<file path="config.mk">
export PLATFORM = sky130hd
export DESIGN_NAME = oai_unit
export DESIGN_NICKNAME = d
export VERILOG_FILES = /design/src/rtl/oai_pkg.sv /design/src/rtl/oai_operand_fmt.sv /design/src/rtl/oai_int_vector.sv /design/src/rtl/oai_unit.sv
export VERILOG_INCLUDE_DIRS = /design/src /design/src/rtl
export SDC_FILE = /design/constraint.sdc
export NUM_CORES = 1
export LEC_CHECK = 0
export ABC_AREA = 1
export ABC_CLOCK_PERIOD_IN_PS = 3400
export BUFFER_PORTS_ARGS = -buffer_cell sky130_fd_sc_hd__buf_2
export CAP_MARGIN = 20
export CORE_MARGIN = 2
export CORE_UTILIZATION = 59
export CTS_BUF_LIST = sky130_fd_sc_hd__clkbuf_4 sky130_fd_sc_hd__clkbuf_8 sky130_fd_sc_hd__clkbuf_16
export DETAILED_ROUTE_END_ITERATION = 8
export PLACE_DENSITY = 0.81
export RECOVER_POWER = 50
export SETUP_SLACK_MARGIN = 0.15
export SLEW_MARGIN = 20
export SYNTH_ARGS = -nofsm -noshare
export SYNTH_HDL_FRONTEND = slang
export SYNTH_SLANG_ARGS = --single-unit
</file>
<file path="constraint.sdc">
create_clock -name clk_sys -period 3.4 [get_ports clk_sys]
set_input_delay 0.17 -clock clk_sys [delete_from_list [all_inputs] [get_ports clk_sys]]
set_output_delay 0.17 -clock clk_sys [all_outputs]
set_load 0.01 [all_outputs]
</file>
<file path="src/rtl/oai_defines.svh">
// constants of the operand address and interrupt unit
`ifndef OAI_DEFINES_SVH
`define OAI_DEFINES_SVH
// core locations of the three index words
`define OAI_IDX1_ADDR 14'h0001
`define OAI_IDX2_ADDR 14'h0002
`define OAI_IDX3_ADDR 14'h0003
// start location after reset and first interrupt location (octal 20)
`define OAI_P_RST 14'h0000
`define OAI_VEC_BASE 14'h0010
// interrupt sources, index into the pending vector; lower index wins
`define OAI_INT_FAULT 0
`define OAI_INT_IOPAR 1
`define OAI_INT_PGPAR 2
`define OAI_INT_MANUAL 3
`define OAI_INT_NUM 4
// instruction word fields
`define OAI_IND_BIT 23
`define OAI_FN_HI 22
`define OAI_FN_LO 18
`define OAI_PAR_BIT 24
// operand type codes
`define OAI_K_FULL 2'h0
`define OAI_K_RH 2'h1
`define OAI_K_LH 2'h2
`define OAI_K_IMM 2'h3
// skip condition codes
`define OAI_L_PLUS 2'h0
`define OAI_L_MINUS 2'h1
`define OAI_L_ZERO 2'h2
`define OAI_L_NZERO 2'h3
// buffer register reset value
`define OAI_M_RST 25'h0000000
`endif

</file>
<file path="src/rtl/oai_pkg.sv">
// types shared by the operand address and interrupt unit
package oai_pkg;
  // instruction word: indirect, function, operand type, index select, address
  typedef struct packed {
    logic        ind;
    logic [4:0]  fn;
    logic [1:0]  k;
    logic [1:0]  b;
    logic [13:0] y;
  } oai_instr_t;
  // request to core memory; data is the buffer register with parity on top
  typedef struct packed {
    logic        start;
    logic        wr;
    logic [13:0] addr;
    logic [24:0] data;
  } oai_mem_req_t;
  // answer of the execution unit when the instruction finishes
  typedef struct packed {
    logic        done;
    logic        skipIf;
    logic        jumpIf;
    logic        jump;
    logic        setRet;
    logic        store;
    logic        halt;
    logic [23:0] data;
  } oai_exec_t;
  // operand handed to the execution unit
  typedef struct packed {
    logic        valid;
    logic [4:0]  fn;
    logic [1:0]  k;
    logic [13:0] ea;
    logic [23:0] opnd;
  } oai_opnd_t;
  // channel request and its answer
  typedef struct packed {
    logic        req;
    logic        wr;
    logic        wide;
    logic        incr;
    logic [13:0] addr;
    logic [29:0] data;
  } oai_io_req_t;
  typedef struct packed {
    logic        ack;
    logic        parErr;
    logic [29:0] data;
  } oai_io_rsp_t;
  // sequencer states
  typedef enum logic [8:0] {
    ST_IDLE  = 9'h001,
    ST_FETCH = 9'h002,
    ST_INDEX = 9'h004,
    ST_INDIR = 9'h008,
    ST_OPER  = 9'h010,
    ST_EXEC  = 9'h020,
    ST_RMW   = 9'h040,
    ST_WRITE = 9'h080,
    ST_IO    = 9'h100
  } oai_state_t;
endpackage

</file>
<file path="src/rtl/oai_operand_fmt.sv">
// operand formation: half and immediate options, store merge, skip test
`timescale 1ns/1ps
`default_nettype none
`include "oai_defines.svh"
module oai_operand_fmt (
  // location word, option and store data
  input  wire logic [1:0]  k,
  input  wire logic [23:0] word,
  input  wire logic [13:0] y,
  input  wire logic [23:0] stData,
  // formed values
  output logic      [23:0] fetchOp,
  output logic      [23:0] storeWord,
  output logic             cond
);
  // fetch and store forms; halves sign-extend from their own top bit
  // RL11 RL12 RL17 two's complement halves
  always_comb begin
    case (k)
      `OAI_K_RH: begin
        fetchOp   = {{13{word[11]}}, word[10:0]};
        storeWord = {word[23:12], stData[11:0]};
      end
      `OAI_K_LH: begin
        fetchOp   = {{13{word[23]}}, word[22:12]};
        storeWord = {stData[11], stData[10:0], word[11:0]};
      end
      `OAI_K_IMM: begin
        fetchOp   = {10'h000, y};
        storeWord = {word[23:14], stData[13:0]};
      end
      default: begin
        fetchOp   = word;
        storeWord = stData;
      end
    endcase
  end
  // skip test on the full word, the option field read as a skip code
  always_comb begin
    case (k)
      `OAI_L_PLUS:  cond = ~word[23];
      `OAI_L_MINUS: cond = word[23];
      `OAI_L_ZERO:  cond = (word == 24'h000000);
      default:      cond = (word != 24'h000000);
    endcase
  end
endmodule // oai_operand_fmt
`default_nettype wire

</file>
<file path="src/rtl/oai_int_vector.sv">
// fixed-priority interrupt selector and vector location
`timescale 1ns/1ps
`default_nettype none
`include "oai_defines.svh"
module oai_int_vector #(
  parameter int N = `OAI_INT_NUM
) (
  // pending sources
  input  wire logic [N-1:0] pend,
  // winner
  output logic      [N-1:0] grant,
  output logic              any,
  output logic      [13:0]  vecAddr
);
  // scan from the lowest priority up so the highest pending one remains
  always_comb begin
    grant   = '0;
    vecAddr = `OAI_VEC_BASE;
    for (int j = N - 1; j >= 0; j--) begin
      if (pend[j]) begin
        grant    = '0;
        grant[j] = 1'b1;
        vecAddr  = `OAI_VEC_BASE + 14'(j);
      end
    end
    any = |pend;
  end
endmodule // oai_int_vector
`default_nettype wire

</file>
<file path="src/rtl/oai_unit.sv">
// operand address and interrupt unit: sequencer, pointer, address and buffer registers
`timescale 1ns/1ps
`default_nettype none
`include "oai_defines.svh"
// Notes on behaviour
// RL1: pointer steps by one per instruction, by two when a skip is taken
// RL2: jump loads the pointer from the address field; return store saves pointer
// RL3: storage address latch takes its address when each memory access starts
// RL4: buffer clears at access start; read captures sensed word, writes it back
// RL5: write access ignores sensed word and writes the loaded buffer value
// RL6: buffer moves 24 data bits plus one parity bit checked on reads
// RL7: wide channel moves two 15-bit halves, low to Y, high to Y+1
// RL8: counter-increment register adds to control words and clock word
// RL9: decode indirect 23, function 22-18, option 17-16, index 15-14, address 13-0
// RL10: option applies after indexing and indirection; type 0 is full word
// RL11: right half fetch sign-extends bit 11; store keeps bits 12-23
// RL12: left half fetch takes 12-22, sign bit 23; store keeps bits 0-11
// RL13: immediate uses address field zero-extended; store replaces bits 0-13 only
// RL14: skip code: 0 plus or zero, 1 minus, 2 zero, 3 nonzero
// RL15: index word low 14 bits added to address; carry sets range overflow
// RL16: each index step costs one reference and precedes that level's indirection
// RL17: full and half words are two's complement, sign in leftmost bit
// RL18: interrupt fetches from fixed location and leaves the pointer unchanged
// RL19: interrupts taken only between instructions, highest priority first
// RL20: all-zero top six bits with trap setting vectors to location 20
// RL21: channel parity error vectors to 21, program parity error to 22
// RL22: manual interrupt while running vectors to location 23
module oai_unit #(
  parameter logic [31:0] LCODE_FN = 32'h00000000 // functions whose option field is a skip code
) (
  // clock and reset
  input  wire logic                 clk_sys,
  input  wire logic                 rst_n,
  // core memory, same clock
  output var  oai_pkg::oai_mem_req_t memReq,
  input  wire logic                 memSenseValid,
  input  wire logic [24:0]          memSense,
  input  wire logic                 memDone,
  // execution unit
  output var  oai_pkg::oai_opnd_t    opnd,
  input  wire oai_pkg::oai_exec_t    exe,
  // channel side
  input  wire oai_pkg::oai_io_req_t  ioReq,
  output var  oai_pkg::oai_io_rsp_t  ioRsp,
  // panel pins, asynchronous
  input  wire logic                 runSw,
  input  wire logic                 trapResp,
  input  wire logic                 chanParResp,
  input  wire logic                 progParResp,
  input  wire logic                 manualIntSw,
  // status
  input  wire logic                 clrOvf,
  output logic                      rangeOvf,
  output logic [13:0]               nextPtr,
  output logic                      intMode
);
  oai_pkg::oai_state_t  stReg, st_n;
  oai_pkg::oai_instr_t  iReg, i_n;
  oai_pkg::oai_io_req_t ioReg, io_n;
  oai_pkg::oai_io_rsp_t rspReg, rsp_n;
  oai_pkg::oai_opnd_t   opReg, op_n;
  logic [13:0] pReg, p_n, faReg, fa_n, sReg, s_n;
  logic [24:0] mReg, m_n;
  logic [23:0] sdReg, sd_n, zReg, z_n;
  logic [29:0] xReg, x_n;
  logic [3:0]  pendReg, pend_n, take, grant;
  logic        intReg, int_n, haltReg, halt_n, ovfReg, ovf_n;
  logic        waitReg, wait_n, stepReg, step_n, startReg, wrReg;
  logic [4:0]  syncAReg, syncBReg;
  logic        manPrevReg;
  logic        go, goWr, run, anyPend, cond, lcode, done, parBad, last, ioWr;
  logic [13:0] goAddr, seqP, vecAddr, ioAddr;
  logic [23:0] goData, fetchOp, storeWord, ioData;
  logic [14:0] idxSum;

  // two flops on every panel pin before any logic looks at it
  always_ff @(posedge clk_sys or negedge rst_n) begin
    if (!rst_n) begin
      syncAReg   <= 5'h00;
      syncBReg   <= 5'h00;
      manPrevReg <= 1'b0;
    end else begin
      syncAReg   <= {manualIntSw, progParResp, chanParResp, trapResp, runSw};
      syncBReg   <= syncAReg;
      manPrevReg <= syncBReg[4];
    end
  end

  oai_operand_fmt u_fmt (
    .k         (iReg.k),
    .word      (mReg[23:0]),
    .y         (iReg.y),
    .stData    (sdReg),
    .fetchOp   (fetchOp),
    .storeWord (storeWord),
    .cond      (cond)
  );

  oai_int_vector #(.N(`OAI_INT_NUM)) u_vec (
    .pend    (pendReg),
    .grant   (grant),
    .any     (anyPend),
    .vecAddr (vecAddr)
  );

  // shared terms; the pointer takes no step after an instruction in interrupt mode, only a jump, return or taken skip moves it
  assign run    = syncBReg[0] & ~haltReg;
  assign done   = waitReg & memDone;
  // RL18 no increment
  assign seqP   = intReg ? pReg : pReg + 14'h0001;
  assign lcode  = LCODE_FN[iReg.fn];
  // RL15 carry into bit 14
  assign idxSum = {1'b0, iReg.y} + {1'b0, mReg[13:0]};
  // RL6 odd parity over 25 bits; a read with even parity is an error
  assign parBad = waitReg & ~wrReg & memSenseValid & ~(^memSense);
  // RL7 wide transfers use Y then Y+1; increments read then write the sum
  assign ioAddr = ioReg.addr + {13'h0000, stepReg & ioReg.wide};
  assign ioWr   = ioReg.incr ? stepReg : ioReg.wr;
  assign last   = ~(ioReg.wide | ioReg.incr) | stepReg;
  always_comb begin
    if (ioReg.incr) begin
      ioData = zReg;
    end else if (ioReg.wide) begin
      ioData = {9'h000, stepReg ? ioReg.data[29:15] : ioReg.data[14:0]};
    end else begin
      ioData = ioReg.data[23:0];
    end
  end

  // sequencer next state: at most one memory access per state visit; ST_IO takes two for wide or increment, ST_INDIR one per level
  always_comb begin
    st_n = stReg; i_n = iReg; p_n = pReg; fa_n = faReg; int_n = intReg;
    halt_n = haltReg & syncBReg[0];
    ovf_n = ovfReg & ~clrOvf;
    io_n = ioReg; step_n = stepReg; sd_n = sdReg; x_n = xReg; z_n = zReg;
    op_n = opReg;
    op_n.valid = 1'b0;
    rsp_n = rspReg;
    rsp_n.ack = 1'b0;
    take = 4'h0; go = 1'b0; goWr = 1'b0; goAddr = faReg; goData = 24'h000000;
    pend_n = 4'h0;
    case (stReg)
      oai_pkg::ST_IDLE: begin
        // refused in its own ack cycle, else taken twice
        if (ioReq.req && !rspReg.ack) begin
          io_n = ioReq;
          step_n = 1'b0;
          rsp_n.parErr = 1'b0;
          st_n = oai_pkg::ST_IO;
        end else if (run && !ioReq.req) begin
          // RL19 taken only here, between instructions, highest first
          int_n = anyPend;
          take = grant;
          fa_n = anyPend ? vecAddr : pReg;
          st_n = oai_pkg::ST_FETCH;
        end
      end
      oai_pkg::ST_FETCH: begin
        if (!waitReg) begin
          go = 1'b1;
          goAddr = faReg;
        end else if (memDone) begin
          // RL9 field split of the instruction word
          i_n = oai_pkg::oai_instr_t'(mReg[23:0]);
          if (mReg[`OAI_IND_BIT:`OAI_FN_LO] == 6'h00) begin
            // RL20 trap word completes at once
            pend_n[`OAI_INT_FAULT] = syncBReg[1];
            p_n = seqP;
            st_n = oai_pkg::ST_IDLE;
          end else if (mReg[15:14] != 2'h0) begin
            st_n = oai_pkg::ST_INDEX;
          end else if (mReg[`OAI_IND_BIT]) begin
            st_n = oai_pkg::ST_INDIR;
          end else begin
            st_n = oai_pkg::ST_OPER;
          end
        end
      end
      oai_pkg::ST_INDEX: begin
        // RL16 index step is its own reference, before indirection
        if (!waitReg) begin
          go = 1'b1;
          goAddr = {12'h000, iReg.b};
        end else if (memDone) begin
          // RL15 add index word, flag carry
          i_n.y = idxSum[13:0];
          i_n.b = 2'h0;
          if (idxSum[14]) begin
            ovf_n = 1'b1;
          end
          st_n = iReg.ind ? oai_pkg::ST_INDIR : oai_pkg::ST_OPER;
        end
      end
      oai_pkg::ST_INDIR: begin
        if (!waitReg) begin
          go = 1'b1;
          goAddr = iReg.y;
        end else if (memDone) begin
          // RL16 the indirect word brings its own index and indirect bits
          i_n.ind = mReg[`OAI_IND_BIT];
          i_n.b = mReg[15:14];
          i_n.y = mReg[13:0];
          if (mReg[15:14] != 2'h0) begin
            st_n = oai_pkg::ST_INDEX;
          end else if (!mReg[`OAI_IND_BIT]) begin
            st_n = oai_pkg::ST_OPER;
          end
        end
      end
      oai_pkg::ST_OPER: begin
        // RL10 option applied to the resolved address; RL13 immediate skips the fetch
        if ((iReg.k == `OAI_K_IMM && !lcode) || done) begin
          op_n = '{1'b1, iReg.fn, iReg.k, iReg.y, lcode ? mReg[23:0] : fetchOp};
          st_n = oai_pkg::ST_EXEC;
        end else if (!waitReg) begin
          go = 1'b1;
          goAddr = iReg.y;
        end
      end
      oai_pkg::ST_EXEC: begin
        if (exe.done) begin
          p_n = seqP;
          // RL2 jump loads the pointer in parallel; RL14 conditional forms
          if (exe.jump || (exe.jumpIf && cond)) begin
            p_n = iReg.y;
          end
          // RL1 skip adds one more
          if (exe.skipIf && cond) begin
            p_n = seqP + 14'h0001;
          end
          st_n = oai_pkg::ST_IDLE;
          if (exe.setRet) begin
            // RL2 store the pointer into bits 0-13 of the target
            sd_n = {10'h000, seqP};
            i_n.k = `OAI_K_IMM;
            p_n = iReg.y + 14'h0001;
            st_n = oai_pkg::ST_RMW;
          end else if (exe.store) begin
            sd_n = exe.data;
            st_n = (iReg.k == `OAI_K_FULL) ? oai_pkg::ST_WRITE : oai_pkg::ST_RMW;
          end
          halt_n = exe.halt | halt_n;
        end
      end
      oai_pkg::ST_RMW: begin
        if (!waitReg) begin
          go = 1'b1;
          goAddr = iReg.y;
        end else if (memDone) begin
          // RL11 RL12 RL13 merge keeps the untouched part of the word
          sd_n = storeWord;
          st_n = oai_pkg::ST_WRITE;
        end
      end
      oai_pkg::ST_WRITE: begin
        if (!waitReg) begin
          go = 1'b1;
          goWr = 1'b1;
          goAddr = iReg.y;
          goData = sdReg;
        end else if (memDone) begin
          st_n = oai_pkg::ST_IDLE;
        end
      end
      oai_pkg::ST_IO: begin
        if (!waitReg) begin
          go = 1'b1;
          goWr = ioWr;
          goAddr = ioAddr;
          goData = ioData;
        end else if (memDone) begin
          if (!ioWr && ioReg.wide) begin
            // RL7 low sector from Y, high sector from Y+1
            if (stepReg) begin
              x_n[29:15] = mReg[14:0];
            end else begin
              x_n[14:0] = mReg[14:0];
            end
          end else if (!ioWr) begin
            x_n = {6'h00, mReg[23:0]};
          end
          // RL8 counter-increment register forms the updated word
          z_n = mReg[23:0] + ioReg.data[23:0];
          step_n = ~last;
          if (last) begin
            rsp_n.ack = 1'b1;
            rsp_n.data = x_n;
            st_n = oai_pkg::ST_IDLE;
          end
        end
      end
      default: st_n = oai_pkg::ST_IDLE;
    endcase
    // parity during channel reads goes one way, program reads the other
    if (parBad && stReg == oai_pkg::ST_IO) begin
      rsp_n.parErr = 1'b1;
    end
    // RL21 each source only when its reaction setting asks for it
    if (parBad && stReg == oai_pkg::ST_IO && syncBReg[2]) begin
      pend_n[`OAI_INT_IOPAR] = 1'b1;
    end
    if (parBad && stReg != oai_pkg::ST_IO && syncBReg[3]) begin
      pend_n[`OAI_INT_PGPAR] = 1'b1;
    end
    // RL22 rising edge of the manual control while running
    if (syncBReg[4] && !manPrevReg && run) begin
      pend_n[`OAI_INT_MANUAL] = 1'b1;
    end
    // a source raised in the cycle it is granted stays pending
    pend_n = pend_n | (pendReg & ~take);
  end

  // memory access engine: S latched, M cleared or loaded at the start
  always_comb begin
    wait_n = waitReg;
    s_n = sReg;
    m_n = mReg;
    if (go) begin
      wait_n = 1'b1;
      // RL3 address latched as the access starts
      s_n = goAddr;
      // RL4 clear for a read; RL5 load with parity for a write
      m_n = goWr ? {~(^goData), goData} : `OAI_M_RST;
    end else if (waitReg && memSenseValid && !wrReg) begin
      // RL4 sensed word captured, then driven back as restore data
      m_n = memSense;
    end
    if (done) begin
      wait_n = 1'b0;
    end
  end

  // all state registers except the panel pin flops
  always_ff @(posedge clk_sys or negedge rst_n) begin
    if (!rst_n) begin
      stReg <= oai_pkg::ST_IDLE; iReg <= '0; pReg <= `OAI_P_RST; faReg <= `OAI_P_RST;
      sReg <= 14'h0000; mReg <= `OAI_M_RST; sdReg <= 24'h000000; zReg <= 24'h000000;
      xReg <= 30'h00000000; ioReg <= '0; rspReg <= '0; opReg <= '0; pendReg <= 4'h0;
      intReg <= 1'b0; haltReg <= 1'b0; ovfReg <= 1'b0; waitReg <= 1'b0;
      stepReg <= 1'b0; startReg <= 1'b0; wrReg <= 1'b0;
    end else begin
      stReg <= st_n; iReg <= i_n; pReg <= p_n; faReg <= fa_n;
      sReg <= s_n; mReg <= m_n; sdReg <= sd_n; zReg <= z_n;
      xReg <= x_n; ioReg <= io_n; rspReg <= rsp_n; opReg <= op_n; pendReg <= pend_n;
      intReg <= int_n; haltReg <= halt_n; ovfReg <= ovf_n; waitReg <= wait_n;
      stepReg <= step_n; startReg <= go;
      wrReg <= go ? goWr : wrReg;
    end
  end

  // outputs straight from the registers
  assign memReq   = '{startReg, wrReg, sReg, mReg};
  assign opnd     = opReg;
  assign ioRsp    = rspReg;
  assign rangeOvf = ovfReg;
  assign nextPtr  = pReg;
  assign intMode  = intReg;

  logic stEx, jmpAny;
  assign stEx   = (stReg == oai_pkg::ST_EXEC) && exe.done;
  assign jmpAny = exe.jump || (exe.jumpIf && cond) || exe.setRet;
endmodule // oai_unit
`default_nettype wire

</file>
Word-level counts from Yosys, hierarchy flattened --
Memories as Yosys holds them, arrays and structs flattened. Cells that the tools add are included. W data, S select, Z words.
Word-level totals: register bits 325, ROM bits 32, input bits 114, output and inout port bits 135, word-level logic and storage cells 289, memories 1
Operators by class: add/subtract/negate cells 6, order comparisons 1, equal/unequal tests 39, muxes and demuxes 123, bitwise operators 23, reductions and logical operators 57
Memories:
- (no name shown) | depth 32, bits a word 1, rd ports 1, clocked after Yosys merged registers in 0, wr ports 0, line oai_unit.sv:111 | assign lcode = LCODE_FN[iReg.fn];
Operators with widths (number):
- $mux W24 | 12
- $mux W14 | 13
- $mux W9 | 19
- $pmux W24 S3 | 2
- $pmux W24 S2 | 2
- $mux W46 | 2
- $pmux W9 S9 | 1
- $mux W25 | 3
- $mux W16 | 4
- $mux W30 | 2
- $pmux W14 S4 | 1
- $pmux W16 S3 | 1
- $mux W15 | 3
- $add A14 B1 Y14 const B | 3
- $ne A2 B2 Y1 const B | 20
- $mux W1 | 31
- $mux W4 | 7
- $pmux W14 S2 | 1
- $reduce_xor A25 Y1 | 1
- $add A24 B24 Y24 | 1
- $logic_not A24 Y1 | 1
- $mux W8 | 3
- $reduce_bool A24 Y1 | 1
- $reduce_xor A24 Y1 | 1
- 48 further kinds | 114

Longest topological paths before layout --
Gate-level depths: netlist (run 1).
depth after elaboration 10, gate-level depth with buffers 22, gate-level depth less buffers 20

Hierarchy --
Synthesis (run 1) repeated with hierarchy kept, for this count alone.
Unflattened totals: cell total of the unflattened synthesis 2801, area total of the unflattened synthesis 20445.9 um^2
Modules (own cells, without submodules):
- oai_unit | instances 1, cells each 2598, area an instance 19439.9 um^2, seq. area each 8134.1 um^2
- oai_operand_fmt | instances 1, cells each 174, area an instance 843.3 um^2, seq. area each 0.0 um^2
- oai_int_vector | instances 1, cells each 29, area an instance 162.7 um^2, seq. area each 0.0 um^2

Least setup slack after synthesis (run 1) --
No wires, ideal clock.
path type flip-flop to flip-flop, from register mReg[0], to register zReg[18], library setup time 65 ps, data arrival time 2471 ps, data required time 3335 ps, setup slack 863 ps, cell stages (with the launch flop) 16, path buffers 0, period minus slack after synthesis 2537 ps, path through dfrtp_1 > ha_1 > inv_1 > fa_1 > o21ai_0 > a21oi_1 > inv_1 > nand2_1 > nand2_1 > nand3_1 > nand2_1 > a21oi_1 > o21ai_0 > or2_2 > nand3_1 > nand2_1
Between the ends: longest elaborated chain between the ends 1
Ends and longest elaborated chain:
- start: declaration | line oai_unit.sv:63 | logic [24:0] mReg, m_n;
- start signal: assignment | line oai_unit.sv:343 | sReg <= s_n; mReg <= m_n; sdReg <= sd_n; zReg <= z_n;
- $add A24 B24 Y24 | line oai_unit.sv:283 | z_n = mReg[23:0] + ioReg.data[23:0];
- end signal: assignment | line oai_unit.sv:343
- end: declaration | line oai_unit.sv:64 | logic [23:0] sdReg, sd_n, zReg, z_n;
Every way passes these cells. A chain may end at the register's enable or synchronous reset.

Final worst setup path (run 1) --
from register mReg[22], to register pReg[3], in the netlist nextPtr[3]
Between the ends: longest elaborated chain between the ends 9, elaborated cells between the ends (all ways) 14, classes of those cells eq/ne (1); mux (6); reduce/logical (7)
Ends and longest elaborated chain:
- $reduce_bool A24 Y1 / $logic_not A24 Y1 (equally long branches) | line oai_operand_fmt.sv:44, oai_operand_fmt.sv:43
- $pmux W1 S3 | line oai_operand_fmt.sv:40 | case (k)
- $logic_and A1 B1 Y1
- $logic_or A1 B1 Y1
- $mux W14 | line oai_unit.sv:224 | if (exe.jump || (exe.jumpIf && cond)) begin
- $mux W14 | line oai_unit.sv:228 | if (exe.skipIf && cond) begin
- $mux W14 | line oai_unit.sv:232 | if (exe.setRet) begin
- $mux W14 | line oai_unit.sv:221 | if (exe.done) begin
- $pmux W14 S2 | line oai_unit.sv:142 | case (stReg)
- end signal: assignment | line oai_unit.sv:342 | stReg <= st_n; iReg <= i_n; pReg <= p_n; faReg <= fa_n;
- end: declaration | line oai_unit.sv:62 | logic [13:0] pReg, p_n, faReg, fa_n, sReg, s_n;
Several ways; a longest one is shown, not always the timed one. The select of a mux whose other input is x is not followed.

==> impl_metrics.json, run 1 <==
{
  "finClkSkew_ps": 35.74,
  "fin_tns_setup_ps": 0,
  "drc_errors": 0,
  "cts_buffers": 38,
  "critPathMaxFanout": 24,
  "groute.usage.overall": 0.4729,
  "layout-drive-gt1-share": 0.1261,
  "holdCritPathClass": "in2reg",
  "max_freq_mhz": 320.6,
  "slew_viol_final": 98,
  "grt_max_degree": 101,
  "pwr-share-comb": 0.497,
  "synth.area.mux_share": 0.004816,
  "cts_tree": "done",
  "failed_checks": "hold timing, capacitance limit, slew limit",
  "antenna_left": 0,
  "synth_xor_xnor_area_share": 0.02533,
  "synth.distinct_cells": 66,
  "multiInputGateArea_um2": 10300,
  "clock-root-buffer": "clkbuf_16",
  "critPathKind": "reg2reg",
  "grt_pass1_wl_mm": 127.0,
  "sw_frac_of_total": 0.4870,
  "ioPinCount": 249,
  "drt-pass1-iter-count": 6,
  "wl_per_cell_um": 23.90,
  "fin_crit_ps": 3119,
  "regArea_um2": 8134,
  "power_switching_w": 0.01031,
  "die_h_um": 188.1,
  "overflow": 0,
  "synth_fa_ha_area_frac": 0.03077,
  "syn-num-nets": 2898,
  "synth_top_family_by_area": "simple AND/OR/NAND/NOR gates",
  "die_area_um2": 35400,
  "drv_cap": 1,
  "cts_sinks": 325,
  "viasPerCell": 6.408,
  "timing.final.setup_violations": 0,
  "antenna_found_initial": 2,
  "clk_pin_slew_worst_paths_ps": 60,
  "rows": 67,
  "die_x_um": 188.1,
  "worst_pin_slew_ps": 2877,
  "critPathLaunchType": "flop",
  "power_frac_seq": 0.297,
  "arrival_ps": 3550,
  "fin_cells": 3528,
  "grt_pass1_vias": 21330,
  "peakVddDrop_mv": 0.7417,
  "synth_compound_area_frac": 0.1950,
  "nets": 3210,
  "p_per_area_nw_per_um2": 889.2,
  "insertion_delay_ps": 580,
  "portBuffers": 248,
  "p_clk_frac": 0.205,
  "gp_congestion": 1.080,
  "routed_wl_mm": 84.33,
  "area_delta_synth_final_pct": 19.01,
  "holdWs_ps": -4.203,
  "outcome": "finished with violations",
  "start_util": 0.5981,
  "internal_power_w": 0.01086,
  "synth_simple_gate_area_share": 0.2581,
  "final_hold_viol_count": 1,
  "clock_path_buffers": 3,
  "ys_seq_area_frac": 0.4066,
  "netlist_area_um2": 20010,
  "cp.required_ps": 3830,
  "max_slew_margin": -0.9182,
  "yosys_most_used_dff": "dfrtp_1",
  "syn_inst": 2736,
  "dp_cells": 3383,
  "core_um2": 33450,
  "p_leak_nw": 11.72,
  "nFillCells": 2701,
  "synth_enable_flop_cells": 0,
  "drtIter0Drc": 3197,
  "ys_warn_count": 0,
  "synthArstFlopShare": 1.000,
  "rsz0062_at_grt": "yes",
  "period_share": 0.9174,
  "dpl.hpwl_mm": 60.22,
  "ys_ff_latch": 325,
  "vias": 22610,
  "avgSynthCellArea_um2": 7.312,
  "cts_htree_levels": 2,
  "crit_path_end_kind": "flop"
}
-- timing repair --
item / CTS / global route
endpoints found under the hold margin: 164 / 0
hold buffers: 73 / 0
setup buffers: 0 / 0
resized for setup: 0 / 3
setup endpoints to repair: 0 / 16
-- Yosys cell counts, types with 5 or more instances --
master	instances	area share
ha_1	46	0.029
o21ai_1	8	0.0020
o221ai_1	16	0.0070
o22ai_1	30	0.0094
inv_1	266	0.050
nand2_1	747	0.14
a31oi_1	18	0.0056
nor3_1	48	0.012
dfrtp_1	324	0.41
buf_4	5	0.0019
nor2_4	5	0.0028
nand4_1	35	0.011
clkbuf_1	76	0.014
a22oi_1	43	0.016
a221oi_1	25	0.011
o21ai_0	285	0.071
a211oi_1	5	0.0019
buf_1	7	0.0013
nor2_2	11	0.0034
a21oi_1	169	0.042
or2_2	19	0.0059
nand2_2	6	0.0019
xnor2_1	29	0.013
buf_2	28	0.0070
inv_2	12	0.0023
xor2_1	27	0.012
nor3_2	5	0.0025
nor2_1	222	0.042
nand3_2	5	0.0025
o311ai_0	5	0.0022
nand3_1	114	0.029
o211ai_1	19	0.0071
a32oi_1	7	0.0031
-- registers in the layout, indices dropped and copies added (netlist names), 9 cells and up --
register / flops
iReg: 24
nextPtr: 14
xReg: 30
sdReg: 24
ioReg: 47
zReg: 24
faReg: 14
opnd: 46
mReg: 25
ioRsp: 32
stReg: 9
sReg: 14
-- cell families (layout without fill, tap and decap cells) --
group / after synthesis / in the layout
AND/OR/NAND/NOR: 1229 / 1229
AO/OA/AOI/OAI: 666 / 666
buffers and inverters: 402 / 743
flip-flops: 325 / 325
XOR/XNOR: 57 / 57
adder cells (fa/ha/maj): 48 / 48
multiplexers: 9 / 9
other: 0 / 3
-- worst max-delay path: stages, from the launching register on --
cell,delay [ps]
dfrtp_1,560
inv_1,390
nand4_2,300
nor3_1,390
nand2_1,110
nand2_1,70
nand3_1,150
nand2_1,120
nand2_2,260
o21ai_0,250
o22ai_1,80
o21ai_0,190
a21boi_0,120
-- area by class of cell --
cell class              count  share of cell area
flip-flops and latches    325              0.3417
diodes                      3           0.0003153
repair buffers            392              0.1024
inverters                 282             0.04457
well taps                 448             0.02354
clock inverters            17            0.008093
clock buffers              52             0.04693
multi-input cells        2009              0.4325
-- per-stage QoR --
stage / setup slack (ps) / area, µm² / power, W / utilization / hold slack [ps]
global route: 143.8 / 23800 / 0.02221 / 0.7116 / 9.379
floorplan: 863.4 / 20010 / 0.01233 / - / -125.6
global placement: 280.9 / 21860 / 0.01591 / 0.6537 / 279.2
finish: 281.0 / 23810 / 0.02117 / 0.7118 / -4.203
CTS: 218.6 / 23910 / 0.02060 / 0.7147 / 3.624
detailed placement: 217.5 / 21860 / 0.01615 / 0.6537 / 279.8
-- worst paths after layout --
check,startpoint,endpoint,slack (ps),cells after the start
max in group asynchronous,rst_n,ioReg[16],640,2
min reg2reg,syncAReg[1],syncBReg[1],360,0
min in group asynchronous,rst_n,ioRsp[26],1040,2
max reg2reg,mReg[22],nextPtr[3],280,12
min,memSense[4],mReg[4],-4,3
max,mReg[22],nextPtr[3],280,12
-- power groups by stage --
| stage | sequential (W) | combinational [W] | clock (W) |
|---|---|---|---|
| finish | 0.00629 | 0.0105 | 0.00435 |
| global route | 0.00632 | 0.0114 | 0.00448 |
| CTS | 0.00615 | 0.0101 | 0.00432 |
| detailed placement | 0.00621 | 0.00995 | 0 |
| global placement | 0.00617 | 0.00974 | 0 |
| floorplan | 0.00584 | 0.00649 | 0 |
-- cells in the final DEF, fill, tap and decap left out, types with 27 or more instances in the layout --
cell type / count
nor3_1: 48
ha_1: 46
dfrtp_1: 324
dlygate4sd3_1: 73
nand3_1: 114
clkbuf_1: 82
xnor2_1: 29
buf_2: 165
a22oi_1: 43
clkbuf_16: 39
buf_4: 67
inv_1: 266
a21oi_1: 169
xor2_1: 27
o22ai_1: 30
nand4_1: 35
nor2_1: 221
o21ai_0: 285
nand2_1: 744
-- metal layers --
layer	up-vias	part of all wire	global-route usage	routed length, µm
met5	-	0	0	0
met4	0	0.068	0.2823	5741
met3	394	0.13	0.1284	11010
met2	1790	0.42	0.6849	35580
met1	10650	0.38	0.6345	32000
li1	9774	-	-	-
Power figures use the tool's default switching activity.
==> run 2, diff against run 1 <==
- ABC_AREA: 1 -> 0
==> impl_metrics.json, run 2 <==
{
  "nets": 2544,
  "routed_wl_mm": 68.99,
  "viasPerCell": 6.484,
  "grt_max_degree": 102,
  "holdCritPathClass": "in2reg",
  "grt_pass1_wl_mm": 103.3,
  "outcome": "finished with violations",
  "gp_congestion": 0.9966,
  "reg2reg_from": "stReg[0]",
  "yosys_most_used_dff": "dfrtp_1",
  "synth_compound_area_frac": 0.2067,
  "worst_pin_slew_ps": 2172,
  "critPathLaunchType": "flop",
  "drt-pass1-iter-count": 8,
  "slew_viol_final": 84,
  "critPathKind": "reg2reg",
  "cts_htree_levels": 2,
  "dpl.hpwl_mm": 48.69,
  "arrival_ps": 3620,
  "fin_ws_ps": 213.3,
  "core_um2": 31470,
  "ys_ff_latch": 325,
  "cts_sinks": 325,
  "synth.area.mux_share": 0.08503,
  "die_h_um": 182.4,
  "synth_enable_flop_cells": 0,
  "clk_pin_slew_worst_paths_ps": 70,
  "wl_per_cell_um": 24.55,
  "cp.required_ps": 3840,
  "groute.usage.overall": 0.4099,
  "synth.distinct_cells": 83,
  "overflow": 0,
  "synth_common_cells": "dfrtp_1, nand2_1, o21ai_0, nor2_1, a21oi_1",
  "ioPinCount": 249,
  "max_freq_mhz": 313.8,
  "cp-startpoint": "stReg[0]",
  "clock_path_buffers": 3,
  "p_per_area_nw_per_um2": 844.7,
  "final_hold_viol_count": 0,
  "layout-drive-gt1-share": 0.1945,
  "cts_buffers": 36,
  "timing.final.setup_violations": 0,
  "peakVddDrop_mv": 0.6271,
  "crit_path_end_kind": "flop",
  "drv_cap": 1,
  "netlist_area_um2": 18780,
  "clock-root-buffer": "clkbuf_16",
  "insertion_delay_ps": 530,
  "nFillCells": 2380,
  "rows": 65,
  "ys_seq_area_frac": 0.4332,
  "synth_top_family_by_area": "compound AO/OA/AOI/OAI gates",
  "finClkSkew_ps": 17.49,
  "synth_top_area_cell": "dfrtp_1",
  "final_common_cell": "dfrtp_1",
  "failed_checks": "capacitance limit, slew limit",
  "cts_tree": "done",
  "reg2reg_depth": 10,
  "top_register": "ioReg",
  "finalPower_w": 0.01924,
  "start_util": 0.5966,
  "largest_reg_flops": 47,
  "mostFrequentLayoutCells": "dfrtp_1, nand2_1, o21ai_0",
  "critPathMaxFanout": 5,
  "antenna_left": 0,
  "synth_fa_ha_area_frac": 0.03278,
  "area_delta_synth_final_pct": 21.31,
  "die_area_um2": 33270,
  "synth_xor_xnor_area_share": 0.05304,
  "syn-num-nets": 2214,
  "syn_inst": 2052,
  "fin_crit_ps": 3187,
  "synth.most_common_cell": "dfrtp_1",
  "period_share": 0.9373,
  "hold_depth": 3,
  "drtIter0Drc": 2244,
  "final_util": 0.7237,
  "antenna_found_initial": 2,
  "grt_pass1_vias": 17160,
  "die_x_um": 182.4,
  "synthArstFlopShare": 1.000,
  "p_leak_nw": 10.43,
  "avgSynthCellArea_um2": 9.150,
  "synth_simple_gate_area_share": 0.1482,
  "synth.top_cell.area_share": 0.4318,
  "synth_area_leaders": "dfrtp_1, mux2_2, nand2_1, o21ai_0, a21oi_1",
  "ys_warn_count": 0,
  "pre_cts_ws_ps": 97.63,
  "fin_tns_setup_ps": 0,
  "rsz0062_at_grt": "yes",
  "holdWs_ps": 7.485,
  "hp-start": "exe[15]",
  "drc_errors": 0,
  "vias": 18220,
  "max_slew_margin": -0.4479,
  "portBuffers": 248
}
run 2: layout make-up:
cell class / count / area (µm²) / area share
clock inverters: 19 / 200.2 / 0.008789
multi-input cells: 1530 / 9945 / 0.4366
clock buffers: 43 / 1013 / 0.04449
well taps: 402 / 503.0 / 0.02208
diodes: 2 / 5.005 / 0.0002197
inverters: 47 / 176.4 / 0.007745
flip-flops and latches: 325 / 8135 / 0.3572
repair buffers: 442 / 2800 / 0.1229
run 2: logic make-up (layout without fill, tap and decap cells):
logic type | count (synthesis) | count (layout)
other cells | 0 | 2
simple gates | 612 | 612
mux | 147 | 147
buf+inv | 197 | 551
xor+xnor | 109 | 109
flops | 325 | 325
compound gates | 614 | 614
fa+ha+maj | 48 | 48
run 2: power breakdown:
group	switching, W	leakage [nW]	total [W]	internal, W
Sequential	0.00116	4.29	0.00614	0.00498
Combinational	0.00544	5.55	0.00905	0.00362
Clock	0.00168	0.587	0.00404	0.00236
run 2: per-layer routing:
layer | share of wire | up-vias | routed length, µm | global-route usage
met3 | 0.11 | 217 | 7760 | 0.09300
met4 | 0.043 | 0 | 2989 | 0.1558
met5 | 0 | - | 0 | 0
met1 | 0.39 | 8812 | 27130 | 0.5565
li1 | - | 8044 | - | -
met2 | 0.45 | 1148 | 31100 | 0.6456
run 2: repair_timing:
item / in CTS / in global routing
gates resized for setup: 5 / 11
setup endpoints to repair: 1 / 5
hold buffers: 68 / 0
buffers inserted: 1 / 4
pin swaps: 4 / 10
endpoints found under the hold margin: 149 / 0
run 2: final timing paths:
check	endpoint	slack, ps
setup / recovery	mReg[24]	210
hold / removal	sdReg[15]	7
setup reg to reg	mReg[24]	210
hold reg to reg	syncBReg[2]	350
max in group asynchronous	ioReg[21]	740
min in group asynchronous	opnd[20]	800
run 2: stage by stage:
step	std cells	cell area, µm²
5_1_grt	2808	22770
6_report	2810	22780
3_5_place_dp	2673	20940
2_1_floorplan	2052	18780
3_3_place_gp	2673	20940
4_1_cts	2804	22860
run 2: worst max-delay path, stage by stage, from the launching register on:
cell      delay, ps
dfstp_2         370
or4_4           580
or3_4           360
buf_6           140
a21o_1          150
a221oi_2        300
xor2_1          200
xnor2_1         160
xnor3_1         260
xnor3_1         390
o31ai_2         170
